==> src/tic_pkg.sv <==
// Constants, register map and types for the trigger input conditioning block
package tic_pkg;

  // Clock and action-command release timing
  localparam int unsigned TIC_CLK_NS = 20;
  localparam int unsigned TIC_TICK_NS = 15;
  localparam int unsigned TIC_NET_MIN_NS = 25605;
  localparam int unsigned TIC_NET_MAX_NS = 50130;
  localparam int unsigned TIC_NET_MIN_CYC = (TIC_NET_MIN_NS + TIC_CLK_NS - 1) / TIC_CLK_NS;
  localparam int unsigned TIC_NET_MAX_CYC = TIC_NET_MAX_NS / TIC_CLK_NS;
  localparam logic [11:0] TIC_NET_LOAD = 12'(TIC_NET_MIN_CYC - 1);

  // Register byte offsets
  localparam logic [7:0] TIC_OFS_CTRL = 8'h00;
  localparam logic [7:0] TIC_OFS_STABLE = 8'h04;
  localparam logic [7:0] TIC_OFS_PRESCALE = 8'h08;
  localparam logic [7:0] TIC_OFS_DEV_KEY = 8'h0c;
  localparam logic [7:0] TIC_OFS_GRP_KEY = 8'h10;
  localparam logic [7:0] TIC_OFS_GRP_MASK = 8'h14;
  localparam logic [7:0] TIC_OFS_STATUS = 8'h18;
  localparam logic [7:0] TIC_OFS_BAUD = 8'h1c;
  localparam logic [7:0] TIC_OFS_TXDATA = 8'h20;
  localparam logic [7:0] TIC_OFS_RXDATA = 8'h24;
  localparam logic [7:0] TIC_OFS_HITS = 8'h28;

  // Control register field positions
  localparam int TIC_CTL_FUNC0 = 0;
  localparam int TIC_CTL_FUNC1 = 3;
  localparam int TIC_CTL_SELA0 = 6;
  localparam int TIC_CTL_SELB0 = 9;
  localparam int TIC_CTL_SELA1 = 12;
  localparam int TIC_CTL_SELB1 = 15;
  localparam int TIC_CTL_DBSRC = 18;
  localparam int TIC_CTL_DBEN = 20;
  localparam int TIC_CTL_TRIG1 = 21;
  localparam int TIC_CTL_OUT1 = 22;

  // Reset values
  localparam logic [31:0] TIC_RST_CTRL = 32'h0000_0000;
  localparam logic [31:0] TIC_RST_STABLE = 32'h0001_046a;
  localparam logic [3:0] TIC_RST_PRESCALE = 4'h0;
  localparam logic [15:0] TIC_RST_BAUD = 16'h01b1;

  // UART frame: start, eight data bits, stop
  localparam logic [3:0] TIC_UART_BITS = 4'h9;

  // Combiner functions
  typedef enum logic [2:0] {
    TIC_F_AND = 3'h0,
    TIC_F_NAND = 3'h1,
    TIC_F_OR = 3'h2,
    TIC_F_NOR = 3'h3,
    TIC_F_XOR = 3'h4,
    TIC_F_XNOR = 3'h5,
    TIC_F_TRIGEN = 3'h6
  } tic_func_t;

endpackage : tic_pkg

==> src/tic_top.sv <==
// Trigger input conditioning: combiner, debouncer, prescaler, action filter, UART
// Notes on behaviour
// - Six two-input functions with standard truth tables
// - Each operation takes exactly two selected operands
// - Trigger-enable function gates first operand by second
// - Result routes to trigger, output line, chaining
// - Level passes only after stable programmed duration
// - Duration counted in system clock ticks
// - Debouncer placed and enabled on selected line
// - Four-bit divisor, sixteen settings, maximum sixteen
// - Prescaler passes one of divisor pulses
// - Hold device key, group key, group mask
// - Fire on both keys equal, masks overlap
// - Unicast and broadcast commands evaluated alike
// - Trigger released 25605 to 50130 ns later
// - UART frames characters with start, stop bits
// - Bit rate configured before any transfer
// - Separate receive and transmit data lines
//
// Added by the designer: the register offsets and the APB register port.
`timescale 1ns/100ps
module tic_top
  import tic_pkg::*;
#(
  parameter int LINES = 4
)(
  input wire logic pclk,
  input wire logic presetn,
  input wire logic psel,
  input wire logic penable,
  input wire logic pwrite,
  input wire logic [7:0] paddr,
  input wire logic [31:0] pwdata,
  output logic [31:0] prdata,
  output logic pready,
  output logic pslverr,
  input wire logic [LINES-1:0] input_line,
  input wire logic network_trigger_packet,
  input wire logic [31:0] pkt_device_auth_key,
  input wire logic [31:0] pkt_group_select_key,
  input wire logic [31:0] pkt_group_filter_mask,
  output logic cam_trigger,
  output logic out_line,
  input wire logic rxd,
  output logic txd
);

  // Selector fields are three bits wide and the debounce source two bits
  if (LINES != 4) begin : g_bad_lines
    $error("tic_top supports exactly four input lines");
  end

  typedef struct packed {
    logic [31:0] ctrl;
    logic [31:0] stable_time_ticks;
    logic [3:0] divisor;
    logic [31:0] device_auth_key;
    logic [31:0] group_select_key;
    logic [31:0] group_filter_mask;
    logic [15:0] baud_div;
    logic [LINES-1:0] in_meta;
    logic [LINES-1:0] in_sync;
    logic rx_meta;
    logic rx_sync;
    logic rx_prev;
    logic db_level;
    logic [31:0] db_cnt;
    logic res_prev;
    logic [3:0] pre_cnt;
    logic net_busy;
    logic [11:0] net_cnt;
    logic [15:0] net_hits;
    logic cam_trigger;
    logic out_line;
    logic tx_busy;
    logic [9:0] tx_sh;
    logic [3:0] tx_bit;
    logic [15:0] tx_cnt;
    logic txd;
    logic rx_busy;
    logic [7:0] rx_sh;
    logic [3:0] rx_bit;
    logic [15:0] rx_cnt;
    logic [7:0] rx_data;
    logic rx_full;
    logic pready;
    logic [31:0] prdata;
    logic pslverr;
  } tic_state_t;

  tic_state_t st;
  tic_state_t next_st;

  // Two-input combiner, standard truth tables
  function automatic logic tic_comb(input logic [2:0] f, input logic a, input logic b);
    case (f)
      TIC_F_AND: tic_comb = a & b;
      TIC_F_NAND: tic_comb = ~(a & b);
      TIC_F_OR: tic_comb = a | b;
      TIC_F_NOR: tic_comb = ~(a | b);
      TIC_F_XOR: tic_comb = a ^ b;
      TIC_F_XNOR: tic_comb = ~(a ^ b);
      TIC_F_TRIGEN: tic_comb = b ? a : 1'b0;
      default: tic_comb = 1'b0;
    endcase
  endfunction : tic_comb

  // Address decode for mapped registers
  function automatic logic tic_mapped(input logic [7:0] a);
    tic_mapped = (a == TIC_OFS_CTRL) || (a == TIC_OFS_STABLE) || (a == TIC_OFS_PRESCALE)
      || (a == TIC_OFS_DEV_KEY) || (a == TIC_OFS_GRP_KEY) || (a == TIC_OFS_GRP_MASK)
      || (a == TIC_OFS_STATUS) || (a == TIC_OFS_BAUD) || (a == TIC_OFS_TXDATA)
      || (a == TIC_OFS_RXDATA) || (a == TIC_OFS_HITS);
  endfunction : tic_mapped

  logic [7:0] src0;
  logic [7:0] src1;
  logic r0;
  logic r1;
  logic result;
  logic raw_db;
  logic setup;
  logic wr;
  logic rd;
  logic key_match;
  logic fire_hw;
  logic [32:0] db_next_cnt;

  // Operand sources, stage one can chain the stage zero result
  assign src0 = {3'h0, st.db_level, st.in_sync};
  assign src1 = {2'h0, r0, st.db_level, st.in_sync};
  assign r0 = tic_comb(st.ctrl[TIC_CTL_FUNC0 +: 3], src0[st.ctrl[TIC_CTL_SELA0 +: 3]],
    src0[st.ctrl[TIC_CTL_SELB0 +: 3]]);
  assign r1 = tic_comb(st.ctrl[TIC_CTL_FUNC1 +: 3], src1[st.ctrl[TIC_CTL_SELA1 +: 3]],
    src1[st.ctrl[TIC_CTL_SELB1 +: 3]]);
  assign result = st.ctrl[TIC_CTL_TRIG1] ? r1 : r0;
  assign raw_db = st.in_sync[st.ctrl[TIC_CTL_DBSRC +: 2]];
  assign db_next_cnt = {1'b0, st.db_cnt} + 33'h0_0000_0001;

  // Bus phases; the access phase always completes in its first cycle
  assign setup = psel & ~penable & ~st.pready;
  assign wr = psel & penable & pwrite & st.pready;
  assign rd = psel & penable & ~pwrite & st.pready;

  // Both keys equal and at least one shared group bit
  assign key_match = (pkt_device_auth_key == st.device_auth_key)
    && (pkt_group_select_key == st.group_select_key)
    && ((pkt_group_filter_mask & st.group_filter_mask) != 32'h0000_0000);
  assign fire_hw = result & ~st.res_prev;

  // Next-state logic for the whole block
  always_comb
  begin
    next_st = st;
    // Pin synchronisers
    next_st.in_meta = input_line;
    next_st.in_sync = st.in_meta;
    next_st.rx_meta = rxd;
    next_st.rx_sync = st.rx_meta;
    next_st.rx_prev = st.rx_sync;
    next_st.cam_trigger = 1'b0;
    next_st.pready = 1'b0;

    // Debouncer on the selected line; the counter restarts whenever raw matches
    next_st.db_cnt = 32'h0000_0000;
    if (!st.ctrl[TIC_CTL_DBEN] || db_next_cnt >= {1'b0, st.stable_time_ticks})
    begin
      next_st.db_level = raw_db;
    end
    else if (raw_db != st.db_level)
    begin
      next_st.db_cnt = db_next_cnt[31:0];
    end

    // Combined result to output line, edges to prescaler
    next_st.out_line = st.ctrl[TIC_CTL_OUT1] ? r1 : r0;
    next_st.res_prev = result;
    if (fire_hw)
    begin
      next_st.pre_cnt = (st.pre_cnt == st.divisor) ? 4'h0 : st.pre_cnt + 4'h1;
      next_st.cam_trigger = (st.pre_cnt == st.divisor);
    end

    // Action command filter and release delay
    if (st.net_busy)
    begin
      next_st.net_cnt = st.net_cnt - 12'h001;
      if (st.net_cnt == 12'h000)
      begin
        next_st.net_busy = 1'b0;
        next_st.cam_trigger = 1'b1;
        next_st.net_hits = st.net_hits + 16'h0001;
      end
    end
    else if (network_trigger_packet && key_match)
    begin
      next_st.net_busy = 1'b1;
      next_st.net_cnt = TIC_NET_LOAD;
    end

    // UART transmitter, LSB first
    if (st.tx_busy)
    begin
      next_st.tx_cnt = st.tx_cnt - 16'h0001;
      if (st.tx_cnt == 16'h0000)
      begin
        next_st.tx_cnt = st.baud_div;
        next_st.txd = st.tx_sh[0];
        next_st.tx_sh = {1'b1, st.tx_sh[9:1]};
        next_st.tx_busy = st.tx_bit != TIC_UART_BITS;
        next_st.tx_bit = st.tx_bit + 4'h1;
      end
    end

    // Read of receive data clears the full flag; a new character below wins
    if (rd && paddr == TIC_OFS_RXDATA)
    begin
      next_st.rx_full = 1'b0;
    end

    // UART receiver, waits for a falling start edge, samples at mid-bit
    if (!st.rx_busy)
    begin
      next_st.rx_busy = st.rx_prev & ~st.rx_sync;
      next_st.rx_bit = 4'h0;
      next_st.rx_cnt = {1'b0, st.baud_div[15:1]};
    end
    else if (st.rx_cnt != 16'h0000)
    begin
      next_st.rx_cnt = st.rx_cnt - 16'h0001;
    end
    else
    begin
      next_st.rx_cnt = st.baud_div;
      next_st.rx_bit = st.rx_bit + 4'h1;
      if (st.rx_bit == 4'h0)
      begin
        next_st.rx_busy = ~st.rx_sync;
      end
      else if (st.rx_bit == TIC_UART_BITS)
      begin
        next_st.rx_busy = 1'b0;
        if (st.rx_sync)
        begin
          next_st.rx_data = st.rx_sh;
          next_st.rx_full = 1'b1;
        end
      end
      else
      begin
        next_st.rx_sh = {st.rx_sync, st.rx_sh[7:1]};
      end
    end

    // Register reads captured in the setup cycle
    if (setup)
    begin
      next_st.pready = 1'b1;
      next_st.pslverr = ~tic_mapped(paddr);
      case (paddr)
        TIC_OFS_CTRL: next_st.prdata = st.ctrl;
        TIC_OFS_STABLE: next_st.prdata = st.stable_time_ticks;
        TIC_OFS_PRESCALE: next_st.prdata = {28'h000_0000, st.divisor};
        TIC_OFS_DEV_KEY: next_st.prdata = st.device_auth_key;
        TIC_OFS_GRP_KEY: next_st.prdata = st.group_select_key;
        TIC_OFS_GRP_MASK: next_st.prdata = st.group_filter_mask;
        TIC_OFS_STATUS: next_st.prdata = {22'h00_0000, st.rx_full, st.tx_busy, st.net_busy,
          r1, r0, st.db_level, st.in_sync};
        TIC_OFS_BAUD: next_st.prdata = {16'h0000, st.baud_div};
        TIC_OFS_RXDATA: next_st.prdata = {23'h00_0000, st.rx_full, st.rx_data};
        TIC_OFS_HITS: next_st.prdata = {16'h0000, st.net_hits};
        default: next_st.prdata = 32'h0000_0000;
      endcase
    end

    // Register writes at the completing access edge
    if (wr)
    begin
      case (paddr)
        TIC_OFS_CTRL: next_st.ctrl = pwdata;
        TIC_OFS_STABLE: next_st.stable_time_ticks = pwdata;
        TIC_OFS_PRESCALE:
        begin
          next_st.divisor = pwdata[3:0];
          next_st.pre_cnt = 4'h0;
        end
        TIC_OFS_DEV_KEY: next_st.device_auth_key = pwdata;
        TIC_OFS_GRP_KEY: next_st.group_select_key = pwdata;
        TIC_OFS_GRP_MASK: next_st.group_filter_mask = pwdata;
        TIC_OFS_BAUD: next_st.baud_div = pwdata[15:0];
        TIC_OFS_TXDATA:
        begin
          if (!st.tx_busy)
          begin
            next_st.tx_busy = 1'b1;
            next_st.tx_sh = {1'b1, pwdata[7:0], 1'b0};
            next_st.tx_bit = 4'h0;
            next_st.tx_cnt = 16'h0000;
          end
        end
        default: next_st.ctrl = st.ctrl;
      endcase
    end
  end

  // State register
  always_ff @(posedge pclk or negedge presetn)
  begin
    if (!presetn)
    begin
      st <= '0;
      st.ctrl <= TIC_RST_CTRL;
      st.stable_time_ticks <= TIC_RST_STABLE;
      st.divisor <= TIC_RST_PRESCALE;
      st.baud_div <= TIC_RST_BAUD;
      st.rx_meta <= 1'b1;
      st.rx_sync <= 1'b1;
      st.rx_prev <= 1'b1;
      st.tx_sh <= 10'h3ff;
      st.txd <= 1'b1;
    end
    else
    begin
      st <= next_st;
    end
  end

  // Outputs straight from the state register
  assign prdata = st.prdata;
  assign pready = st.pready;
  assign pslverr = st.pslverr;
  assign cam_trigger = st.cam_trigger;
  assign out_line = st.out_line;
  assign txd = st.txd;
endmodule : tic_top

==> config.mk <==
export PLATFORM = sky130hd
export DESIGN_NAME = tic_top
export DESIGN_NICKNAME = d
export VERILOG_FILES = /design/src/tic_pkg.sv /design/src/tic_top.sv
export SDC_FILE = /design/constraint.sdc
export NUM_CORES = 1
export LEC_CHECK = 0
export ABC_AREA = 1
export BUFFER_PORTS_ARGS = -buffer_cell sky130_fd_sc_hd__buf_2
export CORE_MARGIN = 2
export CORE_UTILIZATION = 30
export CTS_BUF_LIST = sky130_fd_sc_hd__clkbuf_2 sky130_fd_sc_hd__clkbuf_4 sky130_fd_sc_hd__clkbuf_8
export DETAILED_ROUTE_END_ITERATION = 6
export HOLD_SLACK_MARGIN = 0.08
export SLEW_MARGIN = 20
export SYNTH_ARGS = -nofsm -noshare
export SYNTH_HDL_FRONTEND = slang
export SYNTH_SLANG_ARGS = --single-unit
==> constraint.sdc <==
create_clock -name pclk -period 5.8 [get_ports pclk]
set_clock_uncertainty 0.1 [all_clocks]
set_input_delay 1.16 -clock pclk [delete_from_list [all_inputs] [get_ports pclk]]
set_output_delay 1.16 -clock pclk [all_outputs]
set_load 0.01 [all_outputs]
# After elaboration in Yosys (flattened, before gate mapping)
# Cells that the tools add are included.
dict set report classes {
  reduce_logical 36
  n_mux 49
  order_cmp 6
  addsub 8
  bitwise_logic 31
  n_eq_ne 29
}
# cell n
set op_table {}
lappend op_table {{$pmux 32 s10} 1}
lappend op_table {{$mux 32} 4}
lappend op_table {{$mux 31} 3}
lappend op_table {{$eq 32x32->1} 2}
lappend op_table {{$mux 13} 3}
lappend op_table {{$mux 34} 1}
lappend op_table {{$add 32x1->33 const B} 1}
lappend op_table {{$ge 33x32->1} 1}
lappend op_table {{$and 32x32->32} 1}
lappend op_table {{$eq 8x5->1 const B} 4}
lappend op_table {{$reduce_bool 32->1} 1}
lappend op_table {{$sub 16x1->16 const B} 2}
lappend op_table {{$eq 8x6->1 const B} 3}
lappend op_table {{$mux 1} 22}
lappend op_table {{$mux 20} 1}
lappend op_table {{$eq 3x3->1 const B} 6}
lappend op_table {{$reduce_and 2->1} 9}
lappend op_table {{$add 16x1->16 const B} 1}
lappend op_table {{$eq 8x4->1 const B} 2}
lappend op_table {{$logic_not 16->1} 1}
lappend op_table {{$lt 3x4->1 const B} 4}
lappend op_table {{$mux 16} 1}
lappend op_table {{$mux 4} 4}
lappend op_table {{$mux 8} 2}
lappend op_table {{29 further kinds} 79}
dict set report word_totals {
  output_inout_bits 37
  reg_bits 364
  inputBits 147
}

# Depth between registers and ports, before layout
# Gate-level depths: netlist of run 1.
dict set report logic_depth {
  depth_word 15
  ltp_mapped 29
}

# Worst setup path before layout of run 1
# OpenSTA, ideal clock, no wires.
dict set report synth_path {
  path_type {register to register}
  start {register st[341] (netlist bit)}
  end {register st[135] (netlist bit)}
  n_path_buf 0
  stages_incl_launch_ff 26
  slack_ps 2441
  arrival_ps 3134
  period_less_slack_ps 3359
  setup_time_ps 125
  cell_sequence {dfrtp_1 > inv_1 > a21oi_1 > o21ai_0 > nand2_1 > a21oi_1 > ha_1 > or2_0 > o21ai_1 > inv_1 > o21ai_0 > nand2_1 > nand2_1 > nand2_1 > o21a_1 > inv_1 > ha_1 > or2_1 > o21ai_1 > inv_1 > o21ai_1 > nand3_1 > nand2_2 > nand2_2 > o21ai_1 > nor2_1}
}
# element line_no
set synth_rtl {}
lappend synth_rtl {{start, declared} tic_top.sv:91} ;# tic_state_t st;
lappend synth_rtl {{start signal, assigned} tic_top.sv:324} ;# st <= next_st;

==> out/qor.csv, run 1 <==
metric,value,unit
stdcell_area,0.0235,mm2
grt_pass1_wl,108,mm
cts_root_buf,clkbuf_8,
clkTransAtPathRegs,0.06,ns
p_leak,0.0110,uW
synth_area,0.0205,mm2
synth_seq_cells,364,
p_int,4320,uW
post_dp_cell_area,0.0221,mm2
drive_gt1_share,15.2,%
gp_congestion,0.984,
clockPowerShare,43.5,%
synth_fp_nets,2857,
yosys.area_share.simple,24.9,%
postRouteAntennaNets,0,
synthFlopType,dfrtp_1,
hold_buffers,0,
hold_violations,0,
synth_compound_area_share,14.0,%
nNetsFinal,3009,
portBuffers,183,
cts_tree,done,
fmax,237,MHz
clock_latency,0.65,ns
synth_most_common_cell,nand2_1,
wl_per_cell,19.2,um
rows,95,
antenna_found_initial,6,
fillers,7162,
track_usage,20.4,%
cts_max_level,3,
required,6.21,ns
slew_headroom,27.9,%
synth_fa_ha_area_share,2.86,%
rsz0062_at_grt,no,
start_kind,register,
grt_max_degree,127,
grt_overflow_total,0,
regArea,0.00914,mm2
numCtsBuffers,67,
synth-xor-area-share,4.09,%
p_sw,1600,uW
synth_edf_count,0,
p_sw_share,27.0,%
drc,0,
powerDensity,252,mW/mm2
grt_pass1_vias,17500,
pwr-share-comb,10.6,%
tightestPinTransition,1.08,ns
syn_inst,2663,
viasPerCell,4.95,
ir_drop,139,uV
start_util,30.4,%
hold_class,register to register,
first_pass_iters,6,
synth_commonest_cells,"nand2_1 (704), inv_1 (347), dfrtp_1 (339), nor2_1 (196), o21ai_0 (192)",
ys_types,59,
dp_hpwl,55.5,mm
ys_top_cells_by_area,"dfrtp_1 (41%), nand2_1 (13%), inv_1 (6.3%)",
yosysWarningCount,0,
synth_top_family_by_area,simple AND/OR/NAND/NOR gates,
pin_count,184,
path_max_fanout,7,
die_area,0.0705,mm2
slowest_stage,dfrtp_1,
finalCritPeriodShare,72.7,%
syn_to_final_growth,14.4,%
synthDominantCellAreaShare,41.3,%
maxCapViolations,0,
status,"complete, no violations",
tns,0,ns
chipHeight,266,um
coreArea,0.0675,mm2
wirelength,71.8,mm
async_flop_share,100,%
arrival,4.63,ns
synthMuxAreaShare,0.0549,%
min_period,4.22,ns
crit_path_max_incr_delay,0.39,ns
setup_viol,0,
report.final.slew_viol_count,0,
endpoint_kind,register,
cts_buffer_depth,3,
drt_iter0_drc,1725,
vias,18500,
cts_resized,0,
multi_input_area,0.00944,mm2
post_cts_buffers,0,
cts.sinks,364,
crit_type,register to register,
avgSynthCellArea,7.71,um2
yosysTopAreaCell,dfrtp_1,
seqPwrFrac,45.9,%
ys_seq_area_share,44.5,%
die_w,266,um
-- metrics by stage --
step / util (%) / instances / setup slack [ns] / hold WS (ns) / power [uW]
finish: 34.8 / 3732 / 1.58 / 0.256 / 5920
floorplan: - / 2663 / 2.44 / 0.231 / 3120
CTS: 34.7 / 3729 / 1.64 / 0.257 / 5980
detailed placement: 32.7 / 3619 / 1.61 / 0.245 / 3390
global placement: 32.7 / 3619 / 1.63 / 0.246 / 3380
global route: 34.8 / 3730 / 1.17 / 0.261 / 6200
-- area by class of cell --
type | count | area share (%)
Antenna cell | 3 | 0.0320
Clock buffer | 103 | 5.58
Clock inverter | 7 | 0.266
Inverter | 365 | 5.84
Multi-Input combinational cell | 1822 | 40.2
Sequential cell | 364 | 38.9
Tap cell | 873 | 4.65
Timing Repair Buffer | 195 | 4.49
-- worst paths after layout --
kind	startpoint	end	slack (ns)	cells after the start
worst max-delay path	src0[1]	st[138]	1.58	25
worst min-delay path	next_st[174]	next_st[173]	0.26	0
worst max register to register	src0[1]	st[138]	1.58	25
worst min register to register	next_st[174]	next_st[173]	0.26	0
max in group asynchronous	presetn	st[167]	3.94	2
min in group asynchronous	presetn	st[66]	0.44	1
-- flip-flops by register name (all words and copies together), names as in the netlist --
name	flops
pslverr	1
out_line	1
txd	1
cam_trigger	1
src0	5
prdata	32
pready	1
next_st	6
st	316
-- power groups by stage --
| stage | Sequential, uW | Clock (uW) | Combinational [uW] |
|---|---|---|---|
| 2_1_floorplan | 2740 | 0 | 381 |
| 3_3_place_gp | 2760 | 0 | 619 |
| 3_5_place_dp | 2760 | 0 | 629 |
| 4_1_cts | 2720 | 2630 | 630 |
| 5_1_grt | 2730 | 2760 | 703 |
| 6_report | 2720 | 2570 | 627 |
-- worst max-delay path, delay by kind of cell, from the launching register on --
family / cells / cell delay [ns]
simple gates: 10 / 1.33
fa+ha+maj: 2 / 0.50
flops: 1 / 0.39
buf+inv: 4 / 0.37
compound gates: 9 / 1.39
-- per-layer routing --
| layer | vias to the layer above | GRT usage [%] | routed length [um] |
|---|---|---|---|
| met1 | 8699 | 28.9 | 32700 |
| li1 | 8903 | - | - |
| met3 | 135 | 3.52 | 5420 |
| met5 | - | 0 | 34 |
| met4 | 6 | 8.90 | 2800 |
| met2 | 729 | 30.5 | 30900 |
-- kinds of logic after synthesis --
logic type      count (synthesis)
mux                             1
compound gates                512
xor+xnor                       95
fa+ha+maj                      47
buf+inv                       477
flops                         364
simple gates                 1167
-- cell usage in the layout (no fill, tap or decap), types with 13 or more instances in the layout --
| cell type | count |
|---|---|
| clkbuf_8 | 86 |
| xnor2_1 | 30 |
| nor2_1 | 196 |
| inv_1 | 347 |
| o221ai_1 | 13 |
| ha_1 | 47 |
| inv_2 | 18 |
| or2_2 | 16 |
| o21ai_1 | 135 |
| o21ai_0 | 192 |
| nor3_1 | 28 |
| xor2_1 | 64 |
| o211ai_1 | 15 |
| nand3_1 | 91 |
| nand2_2 | 13 |
| dfstp_2 | 25 |
| dfrtp_1 | 339 |
| buf_2 | 182 |
| nor2_4 | 15 |
| clkbuf_4 | 17 |
| nor4_1 | 13 |
| a211oi_1 | 18 |
| nand4_1 | 54 |
| nand2_1 | 701 |
| a21oi_1 | 69 |
| o22ai_1 | 28 |
(Power assumes the default switching activity.)
==> run 2: changes to the inputs <==
==> constraint.sdc (replaced) <==
create_clock -name pclk -period 4.16 [get_ports pclk]
set_clock_uncertainty 0.1 [all_clocks]
set_input_delay 0.832 -clock pclk [delete_from_list [all_inputs] [get_ports pclk]]
set_output_delay 0.832 -clock pclk [all_outputs]
set_load 0.01 [all_outputs]
==> run 2 against run 1 <==
Sequential cell count unchanged; hold slack worse by 0.11 ns; sequential power rose by 39%; design area rose by 0.46%; critical path depth down 2; highest routed layer unchanged; largest cell class unchanged; cell count is 0.51% higher.
==> out/qor.csv, run 2 (synthesized netlist as in run 1, its figures left out) <==
metric,value,unit
status,"complete, no violations",
largest_reg_flops,316,
worstPathCellList,inv_1 > nor4_2 > a21oi_2 > ha_1 > or2_0 > o21ai_1 > inv_1 > o21ai_0 > nand2_1 > nand2_1 > nand2_1 > o21a_1 > inv_1 > ha_1 > or2_1 > o21ai_2 > inv_1 > o21ai_1 > nand3_1 > nand2_4 > nand2_2 > o21ai_2 > nor2_1,
p_sw_share,27.6,%
antenna_found_initial,4,
slowest_stage,dfrtp_1,
clock_latency,0.71,ns
ir_drop,194,uV
crit_type,register to register,
postRouteAntennaNets,0,
crit_end,st[135],
rows,95,
path_max_fanout,7,
first_pass_iters,6,
tightestPinTransition,0.884,ns
finalCritPeriodShare,91.9,%
grt_max_degree,112,
fin_hold_ws,0.145,ns
start_kind,register,
start_util,30.4,%
setup_viol,0,
required,4.63,ns
arrival,4.30,ns
gp_congestion,0.982,
p_int,5940,uW
crit_path_max_incr_delay,0.35,ns
clkTransAtPathRegs,0.06,ns
tns,0,ns
slew_headroom,40.9,%
drive_gt1_share,16.0,%
crit_family,simple AND/OR/NAND/NOR gates,
cts_max_level,2,
endpoint_kind,register,
clockPowerShare,42.9,%
powerDensity,347,mW/mm2
maxCapViolations,0,
cp_common_cell,inv_1,
r2r_slack,0.34,ns
coreArea,0.0675,mm2
chipHeight,266,um
drc,0,
grt_pass1_vias,17500,
post_cts_buffers,0,
layout_commonest_cell,nand2_1,
cts_root_buf,clkbuf_8,
mostFrequentLayoutCells,"nand2_1 (701), inv_1 (345), dfrtp_1 (339)",
cts_buffer_depth,3,
portBuffers,183,
numCtsBuffers,61,
p_leak,0.0111,uW
r2r-end,st[135],
drt_iter0_drc,1775,
pwr-share-comb,10.8,%
wirelength,72.2,mm
p_sw,2260,uW
vias,18300,
r2r_start,src0[4],
viasPerCell,4.88,
nNetsFinal,3018,
die_area,0.0705,mm2
track_usage,20.4,%
report.final.slew_viol_count,0,
crit_start,src0[4],
hold_class,primary input to register,
path_buf_inv,4,
dp_hpwl,55.5,mm
wl_per_cell,19.3,um
rsz0062_at_grt,no,
cts.sinks,364,
fmax,262,MHz
grt_overflow_total,0,
syn_to_final_growth,14.9,%
min_period,3.82,ns
hold_violations,0,
cts_tree,done,
crit_cells,23,
die_w,266,um
top_register,st,
grt_pass1_wl,108,mm
pin_count,184,
seqPwrFrac,46.3,%
reg2reg_depth,23,
[run 2: changes by cell type in the layout (fill, tap and decap cells not counted), sizes merged]
cell and delta:
buf +14, bufinv -1, clkbuf +6, clkinv -2, diode -1, dlygate4sd3 +1, inv +2
[run 2: worst reg2reg max path: stages (launching register included)]
cell,delay (ns)
dfrtp_1,0.35
inv_1,0.18
nor4_2,0.30
a21oi_2,0.08
ha_1,0.28
or2_0,0.20
o21ai_1,0.17
inv_1,0.05
o21ai_0,0.10
nand2_1,0.16
nand2_1,0.08
nand2_1,0.05
o21a_1,0.13
inv_1,0.06
ha_1,0.22
or2_1,0.22
o21ai_2,0.15
inv_1,0.06
o21ai_1,0.12
nand3_1,0.15
nand2_4,0.15
nand2_2,0.10
o21ai_2,0.18
nor2_1,0.07
[run 2: layer usage]
metal	share of wire, %	wire length, um	track usage, %	up-vias
met2	43	31100	30.9	659
met5	0.0097	7	0	-
met1	46	33500	29.1	8572
met3	6.7	4820	3.23	129
met4	3.8	2740	8.05	2
li1	-	-	-	8930
[run 2: worst min-delay path by stage]
stage | from | endpoint | slack, ns | cells past startpoint
detailed placement | next_st[174] | next_st[173] | 0.25 | 0
floorplan | next_st[176] | src0[0] | 0.23 | 0
global route | rxd | next_st[174] | 0.13 | 1
finish | rxd | next_st[174] | 0.14 | 1
global placement | next_st[174] | next_st[173] | 0.25 | 0
CTS | rxd | next_st[174] | 0.11 | 1
[run 2: cell type report]
class	count	area (um2)
tap	873	1090
inverter	365	1370
fill	7156	43900
antenna	2	5.00
clock inverter	6	40.0
sequential	364	9140
timing repair buffer	210	1170
clock buffer	109	1310
multi-input combinational	1822	9460
[run 2: repair_timing]
item	CTS	global route
hold endpoints to repair	9	0
hold buffers	1	0
endpoints found under the setup margin	0	4
resized for setup	0	11
[run 2: stage by stage]
stage | setup slack (ns) | std cells | area, um2 | total power (uW) | utilization (%)
after global placement | 0.229 | 3633 | 22200 | 4720 | 32.9
final | 0.336 | 3751 | 23600 | 8200 | 34.9
after CTS | 0.166 | 3749 | 23500 | 8260 | 34.9
after global routing | 0.0153 | 3750 | 23600 | 8530 | 34.9
after floorplan | 0.801 | 2663 | 20500 | 4350 | -
after detailed placement | 0.189 | 3633 | 22200 | 4730 | 32.9
[run 2: power groups by stage]
stage          registers (uW)  logic, uW  clock network, uW
3_3_place_gp             3850        866                  0
2_1_floorplan            3820        531                  0
5_1_grt                  3810        987               3730
3_5_place_dp             3850        878                  0
6_report                 3790        884               3520
4_1_cts                  3790        879               3590
